[config.mk]
export PLATFORM = sky130hd
export DESIGN_NAME = dma_channel_b_full_address_control
export DESIGN_NICKNAME = d
export VERILOG_FILES = /design/src/dma_pkg.sv /design/src/dma_trig_if.sv /design/src/dma_channel_b_full_address_control.sv /design/src/dma_fifo.sv /design/src/dma_trigger.sv
export VERILOG_INCLUDE_DIRS = /design/src
export SDC_FILE = /design/constraint.sdc
export NUM_CORES = 1
export LEC_CHECK = 0
export BUFFER_PORTS_ARGS = -buffer_cell sky130_fd_sc_hd__clkbuf_2
export CAP_MARGIN = 5
export CORE_ASPECT_RATIO = 1.2
export CORE_MARGIN = 2
export CORE_UTILIZATION = 37
export DETAILED_ROUTE_END_ITERATION = 6
export GPL_TIMING_DRIVEN = 0
export PLACE_DENSITY = 0.56
export SETUP_SLACK_MARGIN = 0.2
export SYNTH_ARGS = -nofsm -noshare
export SYNTH_HDL_FRONTEND = slang
export SYNTH_SLANG_ARGS = --single-unit
[constraint.sdc]
create_clock -name pclk -period 2.9 [get_ports pclk]
set_input_delay 0.145 -clock pclk [delete_from_list [all_inputs] [get_ports pclk]]
set_output_delay 0.145 -clock pclk [all_outputs]
set_load 0.05 [all_outputs]
[src/dma_regs.svh]
// Register indexes, field positions, reset values and counts of the channel
// Assumes APB byte addressing: byte address is four times the index
`ifndef DMA_REGS_SVH
`define DMA_REGS_SVH
`define IDX_SRC_ADDR    8'h20
`define IDX_CTRL_A      8'h27
`define IDX_DST_ADDR    8'h28
`define IDX_CTRL_B      8'h2F
`define IDX_BLOCK_LEN   8'h30
`define IDX_STATUS      8'h31
`define IDX_IOADDR_1A   8'h36
`define CTRL_A_RESET    8'h00
`define CTRL_B_RESET    8'h00
`define BLOCK_LEN_RESET 8'h01
`define ADDR_RESET      24'h000000
`define BIT_MASTER_EN   7
`define BIT_SPARE       6
`define BIT_DST_DIR     5
`define BIT_DST_STEP    4
`define BIT_BLOCK_AREA  3
`define BIT_SIZE        6
`define BIT_SRC_DIR     5
`define BIT_SRC_STEP    4
`define BIT_BLOCK_MODE  0
`define SRC_AUTO_BURST  3'h0
`define SRC_AUTO_STEAL  3'h2
`define SRC_PIN_EDGE    3'h6
`define SRC_PIN_LEVEL   3'h7
`define STEP_BYTE       24'h000001
`define STEP_WORD       24'h000002
`define FIFO_DEPTH      8
`define DATA_WIDTH      16
`endif

[src/dma_pkg.sv]
// Types and the shared address step function of the channel
// Assumes dma_regs.svh on the include path
`include "dma_regs.svh"
package dma_pkg;
  typedef logic [23:0] addr_t;
  typedef enum {ENG_IDLE, ENG_BLOCK} eng_e;

  function automatic addr_t step_addr(addr_t a, logic en, logic dir, logic word);
    addr_t d;
    d = word ? `STEP_WORD : `STEP_BYTE;
    if (!en) return a;
    return dir ? a - d : a + d;
  endfunction
endpackage

[src/dma_trig_if.sv]
// Link between the channel control and its activation source selector
// Assumes both ends run on pclk
`timescale 1ns/10ps
interface dma_trig_if;
  logic       enable;
  logic       block_mode;
  logic [2:0] source;
  logic       ack;
  logic       req;
  logic       pending;
  modport ctl (output enable, output block_mode, output source, output ack,
               input req, input pending);
  modport sel (input enable, input block_mode, input source, input ack,
               output req, output pending);
endinterface

[src/dma_channel_b_full_address_control.sv]
// Full address mode control of one DMA channel with APB register access
// Assumes pclk at 20 MHz, APB master, stream source and sink on pclk
`timescale 1ns/10ps
`include "dma_regs.svh"
module dma_channel_b_full_address_control
  import dma_pkg::*;
(
  input  wire logic                   pclk,
  input  wire logic                   presetn,
  input  wire logic [11:0]            paddr,
  input  wire logic                   psel,
  input  wire logic                   penable,
  input  wire logic                   pwrite,
  input  wire logic [31:0]            pwdata,
  output logic [31:0]                 prdata,
  output logic                        pready,
  output logic                        pslverr,
  input  wire logic                   ext_req_n,
  input  wire logic [3:0]             timer_match,
  input  wire logic                   in_valid,
  output logic                        in_ready,
  input  wire logic [`DATA_WIDTH-1:0] in_data,
  output logic                        out_valid,
  input  wire logic                   out_ready,
  output logic [`DATA_WIDTH-1:0]      out_data,
  output logic [23:0]                 out_src_addr,
  output logic [23:0]                 out_dst_addr,
  output logic                        out_word
);
  dma_trig_if t ();

  logic [7:0]             ctrl_a_r;
  logic [7:0]             ctrl_b_r;
  logic [7:0]             io_addr_1a_r;
  logic [7:0]             block_len_r;
  logic [7:0]             blk_cnt_r;
  addr_t                  src_addr_r;
  addr_t                  dst_addr_r;
  addr_t                  src_start_r;
  addr_t                  dst_start_r;
  addr_t                  src_nxt;
  addr_t                  dst_nxt;
  eng_e                   eng_r;
  logic                   gap_r;
  logic                   out_valid_r;
  logic [`DATA_WIDTH-1:0] out_data_r;
  addr_t                  out_src_r;
  addr_t                  out_dst_r;
  logic                   out_word_r;
  logic [31:0]            prdata_r;
  logic [31:0]            rdata_nxt;
  logic [7:0]             idx;
  logic                   hit;
  logic                   wr;
  logic                   fifo_v;
  logic                   fifo_pop;
  logic [`DATA_WIDTH-1:0] fifo_d;
  logic [3:0]             fifo_level;
  logic                   en;
  logic                   word;
  logic                   block_mode;
  logic                   area_src;
  logic                   can_go;
  logic                   start_blk;
  logic                   fire;
  logic                   blk_last;
  logic                   wr_src;
  logic                   wr_dst;

  function automatic logic mapped(logic [7:0] i);
    return i == `IDX_CTRL_A || i == `IDX_CTRL_B || i == `IDX_SRC_ADDR ||
           i == `IDX_DST_ADDR || i == `IDX_BLOCK_LEN || i == `IDX_STATUS ||
           i == `IDX_IOADDR_1A;
  endfunction

  // APB decode: word aligned, zero wait states
  assign idx     = paddr[9:2];
  assign hit     = (paddr[1:0] == 2'h0) && (paddr[11:10] == 2'h0) && mapped(idx);
  assign wr      = psel && penable && pwrite && hit;
  assign pready  = 1'b1;
  assign pslverr = psel && penable && !hit;
  assign prdata  = prdata_r;
  assign wr_src  = wr && idx == `IDX_SRC_ADDR;
  assign wr_dst  = wr && idx == `IDX_DST_ADDR;

  assign en         = ctrl_b_r[`BIT_MASTER_EN];
  assign word       = ctrl_a_r[`BIT_SIZE];
  assign block_mode = ctrl_a_r[`BIT_BLOCK_MODE];
  assign area_src   = ctrl_b_r[`BIT_BLOCK_AREA];

  // Control B: bit 6 stored but unused
  always_ff @(posedge pclk or negedge presetn) begin
    if (!presetn) ctrl_b_r <= `CTRL_B_RESET;
    else if (wr && idx == `IDX_CTRL_B) ctrl_b_r <= pwdata[7:0];
  end

  always_ff @(posedge pclk or negedge presetn) begin
    if (!presetn) begin
      ctrl_a_r    <= `CTRL_A_RESET;
      block_len_r <= `BLOCK_LEN_RESET;
    end else begin
      if (wr && idx == `IDX_CTRL_A)    ctrl_a_r    <= pwdata[7:0];
      if (wr && idx == `IDX_BLOCK_LEN) block_len_r <= pwdata[7:0];
    end
  end

  // Not reset: contents undefined until written
  always_ff @(posedge pclk) begin
    if (wr && idx == `IDX_IOADDR_1A) io_addr_1a_r <= pwdata[7:0];
  end

  always_comb begin
    rdata_nxt = 32'h00000000;
    unique case (idx)
      `IDX_CTRL_A:    rdata_nxt[7:0]  = ctrl_a_r;
      `IDX_CTRL_B:    rdata_nxt[7:0]  = ctrl_b_r;
      `IDX_SRC_ADDR:  rdata_nxt[23:0] = src_addr_r;
      `IDX_DST_ADDR:  rdata_nxt[23:0] = dst_addr_r;
      `IDX_BLOCK_LEN: rdata_nxt[7:0]  = block_len_r;
      `IDX_STATUS:    rdata_nxt[15:0] = {blk_cnt_r, fifo_level, 1'b0, t.pending,
                                         t.req, eng_r == ENG_BLOCK};
      `IDX_IOADDR_1A: rdata_nxt[7:0]  = io_addr_1a_r;
      default:        rdata_nxt       = 32'h00000000;
    endcase
  end

  // Read data captured in the setup cycle
  always_ff @(posedge pclk or negedge presetn) begin
    if (!presetn) prdata_r <= 32'h00000000;
    else if (psel && !penable && !pwrite) prdata_r <= hit ? rdata_nxt : 32'h00000000;
  end

  dma_fifo #(
    .WIDTH (`DATA_WIDTH),
    .DEPTH (`FIFO_DEPTH)
  ) u_fifo (
    .pclk      (pclk),
    .presetn   (presetn),
    .in_valid  (in_valid),
    .in_ready  (in_ready),
    .in_data   (in_data),
    .out_valid (fifo_v),
    .out_ready (fifo_pop),
    .out_data  (fifo_d),
    .level     (fifo_level)
  );

  assign t.enable     = en;
  assign t.block_mode = block_mode;
  assign t.source     = ctrl_b_r[2:0];

  dma_trigger u_trig (
    .pclk        (pclk),
    .presetn     (presetn),
    .ext_req_n   (ext_req_n),
    .timer_match (timer_match),
    .t           (t)
  );

  // Transfer qualification
  always_comb begin
    can_go    = 1'b0;
    start_blk = 1'b0;
    if (en) begin
      if (!block_mode) can_go = t.req && !gap_r;
      else if (eng_r == ENG_BLOCK) can_go = 1'b1;
      else start_blk = t.req;
    end
  end

  assign fire     = can_go && fifo_v && (!out_valid_r || out_ready);
  assign fifo_pop = fire;
  assign blk_last = (eng_r == ENG_BLOCK) && (blk_cnt_r <= 8'h01);
  assign t.ack    = (fire && !block_mode) || start_blk;

  // Cycle steal leaves one idle cycle after each transfer
  always_ff @(posedge pclk or negedge presetn) begin
    if (!presetn) gap_r <= 1'b0;
    else gap_r <= fire && !block_mode && ctrl_b_r[2:0] == `SRC_AUTO_STEAL;
  end

  always_ff @(posedge pclk or negedge presetn) begin
    if (!presetn) begin
      eng_r     <= ENG_IDLE;
      blk_cnt_r <= 8'h00;
    end else if (!en || !block_mode) begin
      eng_r     <= ENG_IDLE;
      blk_cnt_r <= 8'h00;
    end else if (start_blk) begin
      eng_r     <= ENG_BLOCK;
      blk_cnt_r <= block_len_r;
    end else if (fire) begin
      blk_cnt_r <= blk_cnt_r - 8'h01;
      if (blk_last) eng_r <= ENG_IDLE;
    end
  end

  assign src_nxt = step_addr(src_addr_r, ctrl_a_r[`BIT_SRC_STEP],
                             ctrl_a_r[`BIT_SRC_DIR], word);
  assign dst_nxt = step_addr(dst_addr_r, ctrl_b_r[`BIT_DST_STEP],
                             ctrl_b_r[`BIT_DST_DIR], word);

  // Block area side returns to its start when a block ends
  always_ff @(posedge pclk or negedge presetn) begin
    if (!presetn) begin
      src_addr_r  <= `ADDR_RESET;
      src_start_r <= `ADDR_RESET;
    end else if (wr_src) begin
      src_addr_r  <= pwdata[23:0];
      src_start_r <= pwdata[23:0];
    end else if (fire) begin
      src_addr_r <= (blk_last && area_src) ? src_start_r : src_nxt;
    end
  end

  always_ff @(posedge pclk or negedge presetn) begin
    if (!presetn) begin
      dst_addr_r  <= `ADDR_RESET;
      dst_start_r <= `ADDR_RESET;
    end else if (wr_dst) begin
      dst_addr_r  <= pwdata[23:0];
      dst_start_r <= pwdata[23:0];
    end else if (fire) begin
      dst_addr_r <= (blk_last && !area_src) ? dst_start_r : dst_nxt;
    end
  end

  // Output stage: byte size keeps only the low byte
  always_ff @(posedge pclk or negedge presetn) begin
    if (!presetn) begin
      out_valid_r <= 1'b0;
      out_data_r  <= '0;
      out_src_r   <= `ADDR_RESET;
      out_dst_r   <= `ADDR_RESET;
      out_word_r  <= 1'b0;
    end else if (fire) begin
      out_valid_r <= 1'b1;
      out_data_r  <= word ? fifo_d : {{(`DATA_WIDTH-8){1'b0}}, fifo_d[7:0]};
      out_src_r   <= src_addr_r;
      out_dst_r   <= dst_addr_r;
      out_word_r  <= word;
    end else if (out_ready) begin
      out_valid_r <= 1'b0;
    end
  end

  assign out_valid    = out_valid_r;
  assign out_data     = out_data_r;
  assign out_src_addr = out_src_r;
  assign out_dst_addr = out_dst_r;
  assign out_word     = out_word_r;

  // Checks of activation, gating and address stepping
  a_ctrl_b_write: assert property (@(posedge pclk) disable iff (!presetn)
    (wr && idx == `IDX_CTRL_B) |=> ctrl_b_r == $past(pwdata[7:0]))
    else $error("control B did not take the written value");

  a_enable_gate: assert property (@(posedge pclk) disable iff (!presetn)
    !en |-> !fire && !out_valid_r ##0 1 or en)
    else $error("transfer started while disabled");

  a_burst_auto: assert property (@(posedge pclk) disable iff (!presetn)
    (en && !block_mode && ctrl_b_r[2:0] == `SRC_AUTO_BURST && fifo_v && !out_valid_r)
    |-> fire)
    else $error("burst auto request did not transfer");

  a_steal_gap: assert property (@(posedge pclk) disable iff (!presetn)
    (fire && !block_mode && ctrl_b_r[2:0] == `SRC_AUTO_STEAL) |=> !fire)
    else $error("cycle steal transfers ran back to back");

  a_dst_fixed: assert property (@(posedge pclk) disable iff (!presetn)
    (fire && !ctrl_b_r[`BIT_DST_STEP] && !wr_dst && !blk_last)
    |=> $stable(dst_addr_r))
    else $error("fixed destination address moved");

  a_dst_up: assert property (@(posedge pclk) disable iff (!presetn)
    (fire && ctrl_b_r[`BIT_DST_STEP] && !ctrl_b_r[`BIT_DST_DIR] && !wr_dst && !blk_last)
    |=> dst_addr_r == $past(dst_addr_r) + ($past(word) ? 24'h000002 : 24'h000001))
    else $error("destination did not step up by the size");

  a_dst_down: assert property (@(posedge pclk) disable iff (!presetn)
    (fire && ctrl_b_r[`BIT_DST_STEP] && ctrl_b_r[`BIT_DST_DIR] && !wr_dst && !blk_last)
    |=> dst_addr_r == $past(dst_addr_r) - ($past(word) ? 24'h000002 : 24'h000001))
    else $error("destination did not step down by the size");

  a_src_step: assert property (@(posedge pclk) disable iff (!presetn)
    (fire && ctrl_a_r[`BIT_SRC_STEP] && !ctrl_a_r[`BIT_SRC_DIR] && !wr_src && !blk_last)
    |=> src_addr_r == $past(src_addr_r) + ($past(word) ? 24'h000002 : 24'h000001))
    else $error("source did not step up by the size");

  a_src_down: assert property (@(posedge pclk) disable iff (!presetn)
    (fire && ctrl_a_r[`BIT_SRC_STEP] && ctrl_a_r[`BIT_SRC_DIR] && !wr_src && !blk_last)
    |=> src_addr_r == $past(src_addr_r) - ($past(word) ? 24'h000002 : 24'h000001))
    else $error("source did not step down by the size");

  a_src_fixed: assert property (@(posedge pclk) disable iff (!presetn)
    (fire && !ctrl_a_r[`BIT_SRC_STEP] && !wr_src && !blk_last)
    |=> $stable(src_addr_r))
    else $error("fixed source address moved");

  a_block_reload: assert property (@(posedge pclk) disable iff (!presetn)
    (fire && blk_last && !area_src && !wr_dst) |=> dst_addr_r == $past(dst_start_r))
    else $error("destination block area did not return to its start");

  a_src_reload: assert property (@(posedge pclk) disable iff (!presetn)
    (fire && blk_last && area_src && !wr_src) |=> src_addr_r == $past(src_start_r))
    else $error("source block area did not return to its start");

  a_src_walks_on: assert property (@(posedge pclk) disable iff (!presetn)
    (fire && blk_last && !area_src && !wr_src) |=> src_addr_r == $past(src_nxt))
    else $error("non block side did not keep stepping");

  a_bad_code_idle: assert property (@(posedge pclk) disable iff (!presetn)
    (!block_mode && ctrl_b_r[2:1] == 2'b10) |-> !t.req)
    else $error("unavailable code produced a request");

  a_disable_abort: assert property (@(posedge pclk) disable iff (!presetn)
    !en |=> eng_r == ENG_IDLE && !t.pending)
    else $error("disabled channel kept a block or request");

  a_pin_edge_req: assert property (@(posedge pclk) disable iff (!presetn)
    (en && !block_mode && ctrl_b_r[2:0] == `SRC_PIN_EDGE && t.pending) |-> t.req)
    else $error("latched pin edge gave no request");

  a_block_start: assert property (@(posedge pclk) disable iff (!presetn)
    (en && block_mode && eng_r == ENG_IDLE && t.req) |=> eng_r == ENG_BLOCK)
    else $error("block request did not start a block");

  a_level_block_none: assert property (@(posedge pclk) disable iff (!presetn)
    (en && block_mode && ctrl_b_r[2:0] == `SRC_PIN_LEVEL && !t.pending) |=> !t.pending)
    else $error("low level pin requested in block mode");
endmodule // dma_channel_b_full_address_control

[src/dma_fifo.sv]
// Data buffer between the stream input and the transfer engine
// Assumes a single clock; no reading while empty, no writing while full
`timescale 1ns/10ps
module dma_fifo #(
  parameter int WIDTH = 16,
  parameter int DEPTH = 8
) (
  input  wire logic                       pclk,
  input  wire logic                       presetn,
  input  wire logic                       in_valid,
  output logic                            in_ready,
  input  wire logic [WIDTH-1:0]           in_data,
  output logic                            out_valid,
  input  wire logic                       out_ready,
  output logic [WIDTH-1:0]                out_data,
  output logic [$clog2(DEPTH+1)-1:0]      level
);
  localparam int AW = $clog2(DEPTH);
  logic [WIDTH-1:0] mem [DEPTH];
  logic [AW-1:0]    wr_ptr_r;
  logic [AW-1:0]    rd_ptr_r;
  logic [AW:0]      count_r;
  logic             push;
  logic             pop;

  assign in_ready  = (count_r != DEPTH[AW:0]);
  assign out_valid = (count_r != '0);
  assign out_data  = mem[rd_ptr_r];
  assign level     = count_r;
  assign push      = in_valid && in_ready;
  assign pop       = out_valid && out_ready;

  always_ff @(posedge pclk) begin
    if (push) mem[wr_ptr_r] <= in_data;
  end

  always_ff @(posedge pclk or negedge presetn) begin
    if (!presetn) begin
      wr_ptr_r <= '0;
      rd_ptr_r <= '0;
      count_r  <= '0;
    end else begin
      if (push) wr_ptr_r <= (wr_ptr_r == AW'(DEPTH-1)) ? '0 : wr_ptr_r + 1'b1;
      if (pop)  rd_ptr_r <= (rd_ptr_r == AW'(DEPTH-1)) ? '0 : rd_ptr_r + 1'b1;
      count_r <= count_r + {{AW{1'b0}}, push} - {{AW{1'b0}}, pop};
    end
  end
endmodule // dma_fifo

[src/dma_trigger.sv]
// Activation source selector: auto request, timer events and request pin
// Assumes timer events are pclk pulses; the request pin is asynchronous
`timescale 1ns/10ps
`include "dma_regs.svh"
module dma_trigger
  import dma_pkg::*;
(
  input  wire logic       pclk,
  input  wire logic       presetn,
  input  wire logic       ext_req_n,
  input  wire logic [3:0] timer_match,
  dma_trig_if.sel         t
);
  logic meta_r, sync_r, prev_r, pending_r, fall, evt;

  always_ff @(posedge pclk or negedge presetn) begin
    if (!presetn) begin
      meta_r <= 1'b1;
      sync_r <= 1'b1;
      prev_r <= 1'b1;
    end else begin
      meta_r <= ext_req_n;
      sync_r <= meta_r;
      prev_r <= sync_r;
    end
  end

  assign fall = prev_r && !sync_r;

  always_comb begin
    evt = 1'b0;
    if (t.source == `SRC_PIN_EDGE) evt = fall;
    else if (t.block_mode && !t.source[2]) evt = timer_match[t.source[1:0]];
  end

  // Event wins over a same-cycle acknowledge
  always_ff @(posedge pclk or negedge presetn) begin
    if (!presetn) pending_r <= 1'b0;
    else if (!t.enable) pending_r <= 1'b0;
    else if (evt) pending_r <= 1'b1;
    else if (t.ack) pending_r <= 1'b0;
  end

  // Unavailable codes give no request
  always_comb begin
    t.req = 1'b0;
    if (t.enable) begin
      if (t.block_mode) t.req = pending_r;
      else unique case (t.source)
        `SRC_AUTO_BURST, `SRC_AUTO_STEAL: t.req = 1'b1;
        `SRC_PIN_EDGE:                   t.req = pending_r;
        `SRC_PIN_LEVEL:                  t.req = !sync_r;
        default:                         t.req = 1'b0;
      endcase
    end
  end
  assign t.pending = pending_r;

  a_level_request: assert property (@(posedge pclk) disable iff (!presetn)
    (t.enable && !t.block_mode && t.source == `SRC_PIN_LEVEL && !sync_r) |-> t.req)
    else $error("low request pin did not raise a request");
  a_edge_latch: assert property (@(posedge pclk) disable iff (!presetn)
    (t.enable && t.source == `SRC_PIN_EDGE && fall) |=> pending_r)
    else $error("falling pin edge was not latched");
  a_timer_select: assert property (@(posedge pclk) disable iff (!presetn)
    (t.enable && t.block_mode && t.source == 3'h1 && timer_match[1]) |=> t.req)
    else $error("timer channel 1 event did not request");
endmodule // dma_trigger

==> results by group, run 1 <==
Run status
  – Status: finished, final reports clean

Synthesis
  – Synth warn: 0
  – Mapped cell area: 18100 µm²
  – Async SR Flop Fraction: 0.632
  – Library cells used by synthesis: 77
  – Post-synth EDFFs: 136
  – Register area share after synthesis: 0.551
  – Most used flip-flop cell after synthesis: dfrtp_1
  – Cells after synthesis: 1660
  – Synth Area per Inst: 10.9 µm²
  – Register bit total from synthesis: 370

GRT
  – Largest net degree at the start of global routing: 81
  – Initial antenna violation count: 0
  – Overflow after GRT: 0
  – Overall Global Routing Usage: 0.225
  – Vias in the first global route: 14369
  – First-pass GRT wire length: 85.5 mm

Timing
  – Tmin final: 2.87 ns
  – Clk_skew: 0.0260 ns
  – RSZ-0062 raised after global routing: yes
  – Fmax: 0.349 GHz
  – Final worst-path cycle share: 0.989
  – Worst hold slack: 0.113 ns
  – Slew margin rel.: 0.140
  – Final setup fails: 0
  – Worst-Margin Slew: 1.27 ns
  – Slew Viols, Final: 0
  – Fin. Hold Viols: 0
  – Final worst slack: 0.0314 ns

Clocking
  – Clock Pin Slew Worst Setup and Hold Paths: 0.06 ns
  – H-tree lvl count: 2
  – CTS tree: yes
  – Root Driver: clkbuf_16
  – Clk sinks: 370
  – Num CTS Buffers: 40
  – Clock Path Buffers: 3
  – Worst-skew pair later-pin latency: 0.59 ns

Placement
  – I/O Buffers: 155
  – Routability Congestion: 0.895
  – Placed cell area: 20000 µm²
  – DP Worst Slack: -0.614 ns
  – HPWL after DPL: 40.2 mm
  – Cell Count Post-Placement: 2463

Detailed routing
  – DRC violations left: 0
  – Final WL: 56.2 mm
  – DR vias: 14057
  – DRT iter0 DRCs: 993
  – ANT nets after route: 0
  – Iteration count of the initial detailed-routing pass: 7
  – Post-DR wirelength/cell: 21.4 µm
  – Via/cell ratio: 5.34

Floorplan
  – Die height: 246 µm
  – DIE AREA: 50600 µm²
  – Core ar.: 48100 µm²
  – Die width: 206 µm
  – Initial Util: 0.375
  – Cell row count: 88
  – Io pins: 173

Worst setup path
  – CP Capture Type: register
  – CP Class: reg -> reg
  – Data arrival, critical path: 3.32 ns
  – Critical Path Start Type: register
  – WP data required: 3.35 ns
  – Start of the worst register-to-register path: ctrl_b_r[5]
  – Crit. Startpoint: ctrl_b_r[5]
  – Critical Path Fanout Max: 7

Power and ir drop
  – Flop pwr share: 0.486
  – Net load switching power: 3.06 mW
  – Cell Int Power: 9.08 mW
  – Pwr dens: 529 nW/µm²
  – Clock group share of total power: 0.416
  – Sw Share: 0.252
  – Combinational share of power: 0.097
  – Leakage: 10.1 nW
  – Worst vdd ir: 0.660 mV

Finish
  – Fraction of final layout cells sized beyond drive strength 1: 0.268
  – Final nets: 2104
  – Area Growth Syn to Fin: 27.1%
  – Post-Layout Inst Area: 23000 µm²
  – Layout Cells excl Fill: 2632
  – Antenna Cells: 0
  – # fillers: 4444

Min path
  – Min-Delay Path Class: in -> reg
  – HP Start: paddr[3]

Run
  – Max-cap viol count: 0
==> stage by stage <==
step | utilization | TNS [ns] | power (mW)
CTS | 0.466 | 0 | 12.2
detailed placement | 0.416 | -12.10 | 7.03
global route | 0.477 | -0.622 | 12.6
finish | 0.477 | 0 | 12.1
global placement | 0.411 | -837.42 | 6.84
floorplan | - | -0.530 | 6.48
==> path summary, 6_finish.rpt <==
path	endpoint	slack, ns	cells after the start
setup reg to reg	dst_addr_r[23]	0.03	11
setup / recovery	dst_addr_r[23]	0.03	11
hold reg to reg	u_trig.sync_r	0.36	0
min in group asynchronous	out_src_addr[18]	0.18	2
hold / removal	io_addr_1a_r[3]	0.11	3
max in group asynchronous	u_fifo.level[3]	1.45	4
==> cell families (layout without fill, tap and decap cells) <==
family,count (synthesis),count (layout),share of synthesized area
and+or+nand+nor,603,603,0.147
DFF,370,370,0.551
AOI/OAI and AO/OA,345,345,0.119
buffers and inverters,122,457,0.0307
muxes,110,110,0.0857
adders and majority gates,61,61,0.0435
xor gates and xnor gates,47,47,0.0228
other,2,9,0.000416
==> Yosys cell counts, types with 25 or more instances <==
library cell  instances  share of area
nand2_1             409          0.085
dfrtp_1             230           0.32
edfxtp_1            136           0.23
o21ai_0             108          0.030
a21oi_1              76          0.021
nor2_1               68          0.014
ha_1                 58          0.040
mux2i_1              50          0.028
clkbuf_1             42         0.0087
mux4_2               33          0.041
inv_1                30         0.0062
mux2_2               27          0.017
o211ai_1             25          0.010
xnor2_1              25          0.012
==> final cells by class <==
cell class	count	area (µm²)	area share
sequential	370	9950	0.434
clock buffer	48	1050	0.0458
multi-input combinational	1175	8350	0.364
buffer	91	564	0.0246
clock inverter	25	238	0.0104
timing repair buffer	262	1890	0.0822
tap	630	788	0.0343
inverter	31	124	0.00540
==> routing by layer <==
layer	up-vias	global-route usage	wire length, µm
li1	6561	-	-
met1	6973	0.274	22600
met2	401	0.387	28100
met3	122	0.0433	3000
met5	-	0	0
met4	0	0.0982	2560
==> flip-flops by register name, indices dropped and copies added (netlist names), 16 cells and up <==
name / flops
u_fifo.mem: 128
dst_addr_r: 24
dst_start_r: 24
out_dst_addr: 24
out_src_addr: 24
prdata: 24
src_addr_r: 24
src_start_r: 24
out_data: 16
==> timing repair <==
action / in CTS / in global routing
pin swaps: 47 / 55
cloned: 1 / 0
setup endpoints to repair: 116 / 140
hold endpoints to repair: 326 / 0
setup buffers: 38 / 14
hold buffers: 43 / 0
gates resized for setup: 102 / 116
==> placed cells by master, fill, tap and decap left out, drive strengths merged, types with 43 or more instances in the layout <==
cell	netlist	layout
nand2	409	409
clkbuf	42	251
dfrtp	230	230
edfxtp	136	136
o21ai	117	117
buf	49	106
a21oi	77	77
nor2	68	68
ha	58	58
mux2i	50	50
dlygate4sd3	0	43
==> power groups by stage <==
stage	clock, mW	combinational, mW	sequential [mW]
4_1_cts	5.19	1.15	5.90
3_5_place_dp	0	1.02	6.01
3_3_place_gp	0	0.857	5.99
5_1_grt	5.39	1.29	5.92
2_1_floorplan	0	0.525	5.95
6_report	5.05	1.18	5.90
==> worst max-delay path, cell delays in order, from the launching register on <==
cell and delay [ns]:
dfrtp_4 0.54, buf_6 0.16, buf_4 0.16, ha_1 0.29
a21o_1 0.27, a21o_1 0.18, a21oi_2 0.23, a211oi_2 0.08
o31a_1 0.30, nand4_1 0.11, a31oi_1 0.09, or3_1 0.35
Power figures use the tool's default switching activity.
==> inputs of run 2 (changes only) <==
--- a/config.mk
+++ b/config.mk
@@ -8,12 +8,14 @@
 export LEC_CHECK = 0
 export BUFFER_PORTS_ARGS = -buffer_cell sky130_fd_sc_hd__clkbuf_2
 export CAP_MARGIN = 5
+export CELL_PAD_IN_SITES_DETAIL_PLACEMENT = 1
+export CELL_PAD_IN_SITES_GLOBAL_PLACEMENT = 1
 export CORE_ASPECT_RATIO = 1.2
 export CORE_MARGIN = 2
 export CORE_UTILIZATION = 37
 export DETAILED_ROUTE_END_ITERATION = 6
 export GPL_TIMING_DRIVEN = 0
-export PLACE_DENSITY = 0.56
+export PLACE_DENSITY = 0.67
 export SETUP_SLACK_MARGIN = 0.2
 export SYNTH_ARGS = -nofsm -noshare
 export SYNTH_HDL_FRONTEND = slang
==> run 2 against run 1 <==
The flow now finishes with violations (setup timing). Combinational power is essentially flat. Sequential power about the same. Global-route usage is 2.4 points higher. Via count increased by 3.5%. Flip-flop and latch count unchanged. Count of clock-buffer cells in the layout rose by 4. Total power increased by 4.5%. Critical endpoint is now dst_addr_r[22]. Largest cell class unchanged.
==> results by group, run 2 (synthesis results as in run 1) <==
Finish
  – Final nets: 2122
  – Post-Layout Inst Area: 23300 µm²
  – Max FFs per register: 128
  – Area Growth Syn to Fin: 29.0%
  – Final Util: 0.484
  – Antenna Cells: 0
  – Commonest non-fill, non-tap cell in the layout: nand2_1
  – Most flops, register: u_fifo.mem
  – Most frequent cells in the layout: nand2_1, dfrtp_1, clkbuf_2
  – Fraction of final layout cells sized beyond drive strength 1: 0.279

GRT
  – First-pass GRT wire length: 94.0 mm
  – Overall Global Routing Usage: 0.249
  – Vias in the first global route: 15612
  – Initial antenna violation count: 0
  – Largest net degree at the start of global routing: 97
  – Overflow after GRT: 0

Timing
  – Slew Viols, Final: 0
  – Fmax: 0.323 GHz
  – RSZ-0062 raised after global routing: yes
  – Worst hold slack: 0.0231 ns
  – Clk_skew: 0.0209 ns
  – Fin. Hold Viols: 0
  – Final worst-path cycle share: 1.07
  – Final setup fails: 13
  – Slew margin rel.: 0.305
  – Setup TNS: -1.27 ns
  – Tmin final: 3.10 ns
  – Worst-Margin Slew: 1.03 ns
  – Final worst slack: -0.196 ns

Run status
  – Violated checks: setup timing
  – Status: finished with violations

Clocking
  – Clk sinks: 370
  – Clock Path Buffers: 3
  – Root Driver: clkbuf_16
  – Clock Pin Slew Worst Setup and Hold Paths: 0.07 ns
  – Num CTS Buffers: 41
  – CTS tree: yes
  – Worst-skew pair later-pin latency: 0.59 ns
  – H-tree lvl count: 2

Floorplan
  – Cell row count: 88
  – DIE AREA: 50600 µm²
  – Die width: 206 µm
  – Io pins: 173
  – Initial Util: 0.375
  – Core ar.: 48100 µm²
  – Die height: 246 µm

Worst setup path
  – CP Capture Type: register
  – R2R setup slack: -0.20 ns
  – Critical Path Fanout Max: 4
  – Data arrival, critical path: 3.56 ns
  – CP Class: reg -> reg
  – WP data required: 3.36 ns
  – Start of the worst register-to-register path: ctrl_a_r[6]
  – Critical Path Start Type: register
  – R2R depth: 14
  – End of the worst register-to-register path: dst_addr_r[22]

Detailed routing
  – Final WL: 63.1 mm
  – Post-DR wirelength/cell: 23.8 µm
  – Via/cell ratio: 5.48
  – DRC violations left: 0
  – ANT nets after route: 0
  – DRT iter0 DRCs: 821
  – Iteration count of the initial detailed-routing pass: 7
  – DR vias: 14543

Run
  – Max-cap viol count: 0

Min path
  – Worst hold endpoint: io_addr_1a_r[0]
  – Hold path cells: 1
  – HP Start: pwdata[0]
  – Min-Delay Path Class: in -> reg

Power and ir drop
  – Pwr dens: 544 nW/µm²
  – Total Power: 12.7 mW
  – Leakage: 10.3 nW
  – Worst vdd ir: 0.585 mV

Placement
  – I/O Buffers: 155
  – HPWL after DPL: 43.8 mm
  – Routability Congestion: 0.849
  – Placed cell area: 20000 µm²
-- run 2: changes by cell type in the layout (fill, tap and decap cells not counted), sizes merged --
| cell | delta |
|---|---|
| clkinvlp | -2 |
| clkinv | -5 |
| buf | +20 |
| dlygate4sd3 | -3 |
| clkbuf | +4 |
| bufinv | +3 |
| inv | +3 |
-- run 2: repair_timing --
item | 4_1_cts | 5_1_grt
cloned | 0 | 4
buffers inserted | 46 | 25
resized for setup | 125 | 106
hold endpoints to repair | 264 | 0
endpoints found under the setup margin | 119 | 130
pin swaps | 50 | 54
hold buffers | 40 | 0
-- run 2: power by group --
part / internal (mW) / total (mW) / leakage, nW / switching [mW]
clock: 3.22 / 5.56 / 0.702 / 2.34
combinational: 0.505 / 1.21 / 5.13 / 0.700
sequential: 5.76 / 5.92 / 4.45 / 0.159
total: 9.48 / 12.7 / 10.3 / 3.20
-- run 2: per-stage QoR --
stage | setup slack [ns] | instances
final | -0.196 | 2652
after global routing | -0.328 | 2652
after CTS | -0.121 | 2624
after detailed placement | -0.648 | 2462
after global placement | -4.42 | 2452
after floorplan | -0.0217 | 1667
-- run 2: worst max path at each step --
stage                                from               to  slack [ns]  depth (start not counted)
final                         ctrl_a_r[6]   dst_addr_r[22]       -0.20                         14
after global routing          ctrl_a_r[6]   dst_addr_r[22]       -0.33                         14
after CTS                     ctrl_a_r[6]   dst_addr_r[22]       -0.12                         14
after detailed placement  u_fifo.level[2]  u_fifo.level[2]       -0.65                         14
after global placement            presetn      ctrl_b_r[5]       -4.42                          1
after floorplan           u_fifo.level[2]  u_fifo.level[2]       -0.02                         14
-- run 2: layout make-up --
class	count	area [µm²]
tap	630	788
inverter	31	124
clock buffer	52	1110
buffer	90	593
sequential	370	9960
fill	5220	24800
clock inverter	24	303
timing repair buffer	280	2110
multi-input combinational	1175	8320
-- run 2: per-layer routing --
metal | global-route usage | wire length (µm) | up-vias | part of all wire
met2 | 0.430 | 32000 | 377 | 0.51
met3 | 0.0340 | 2530 | 146 | 0.040
met1 | 0.302 | 25600 | 7424 | 0.41
met5 | 0 | 0 | - | 0
li1 | - | - | 6596 | -
met4 | 0.126 | 3020 | 0 | 0.048
-- run 2: critical path, stage by stage, from the launching register on --
cell       delay [ns]
dfrtp_2          0.43
inv_4            0.08
clkbuf_16        0.14
ha_4             0.14
inv_2            0.04
fa_2             0.35
a21o_1           0.22
nand4_1          0.15
a21oi_2          0.11
o41ai_4          0.44
buf_4            0.19
o311ai_2         0.10
a31oi_1          0.23
xor2_1           0.25
o21ai_1          0.08
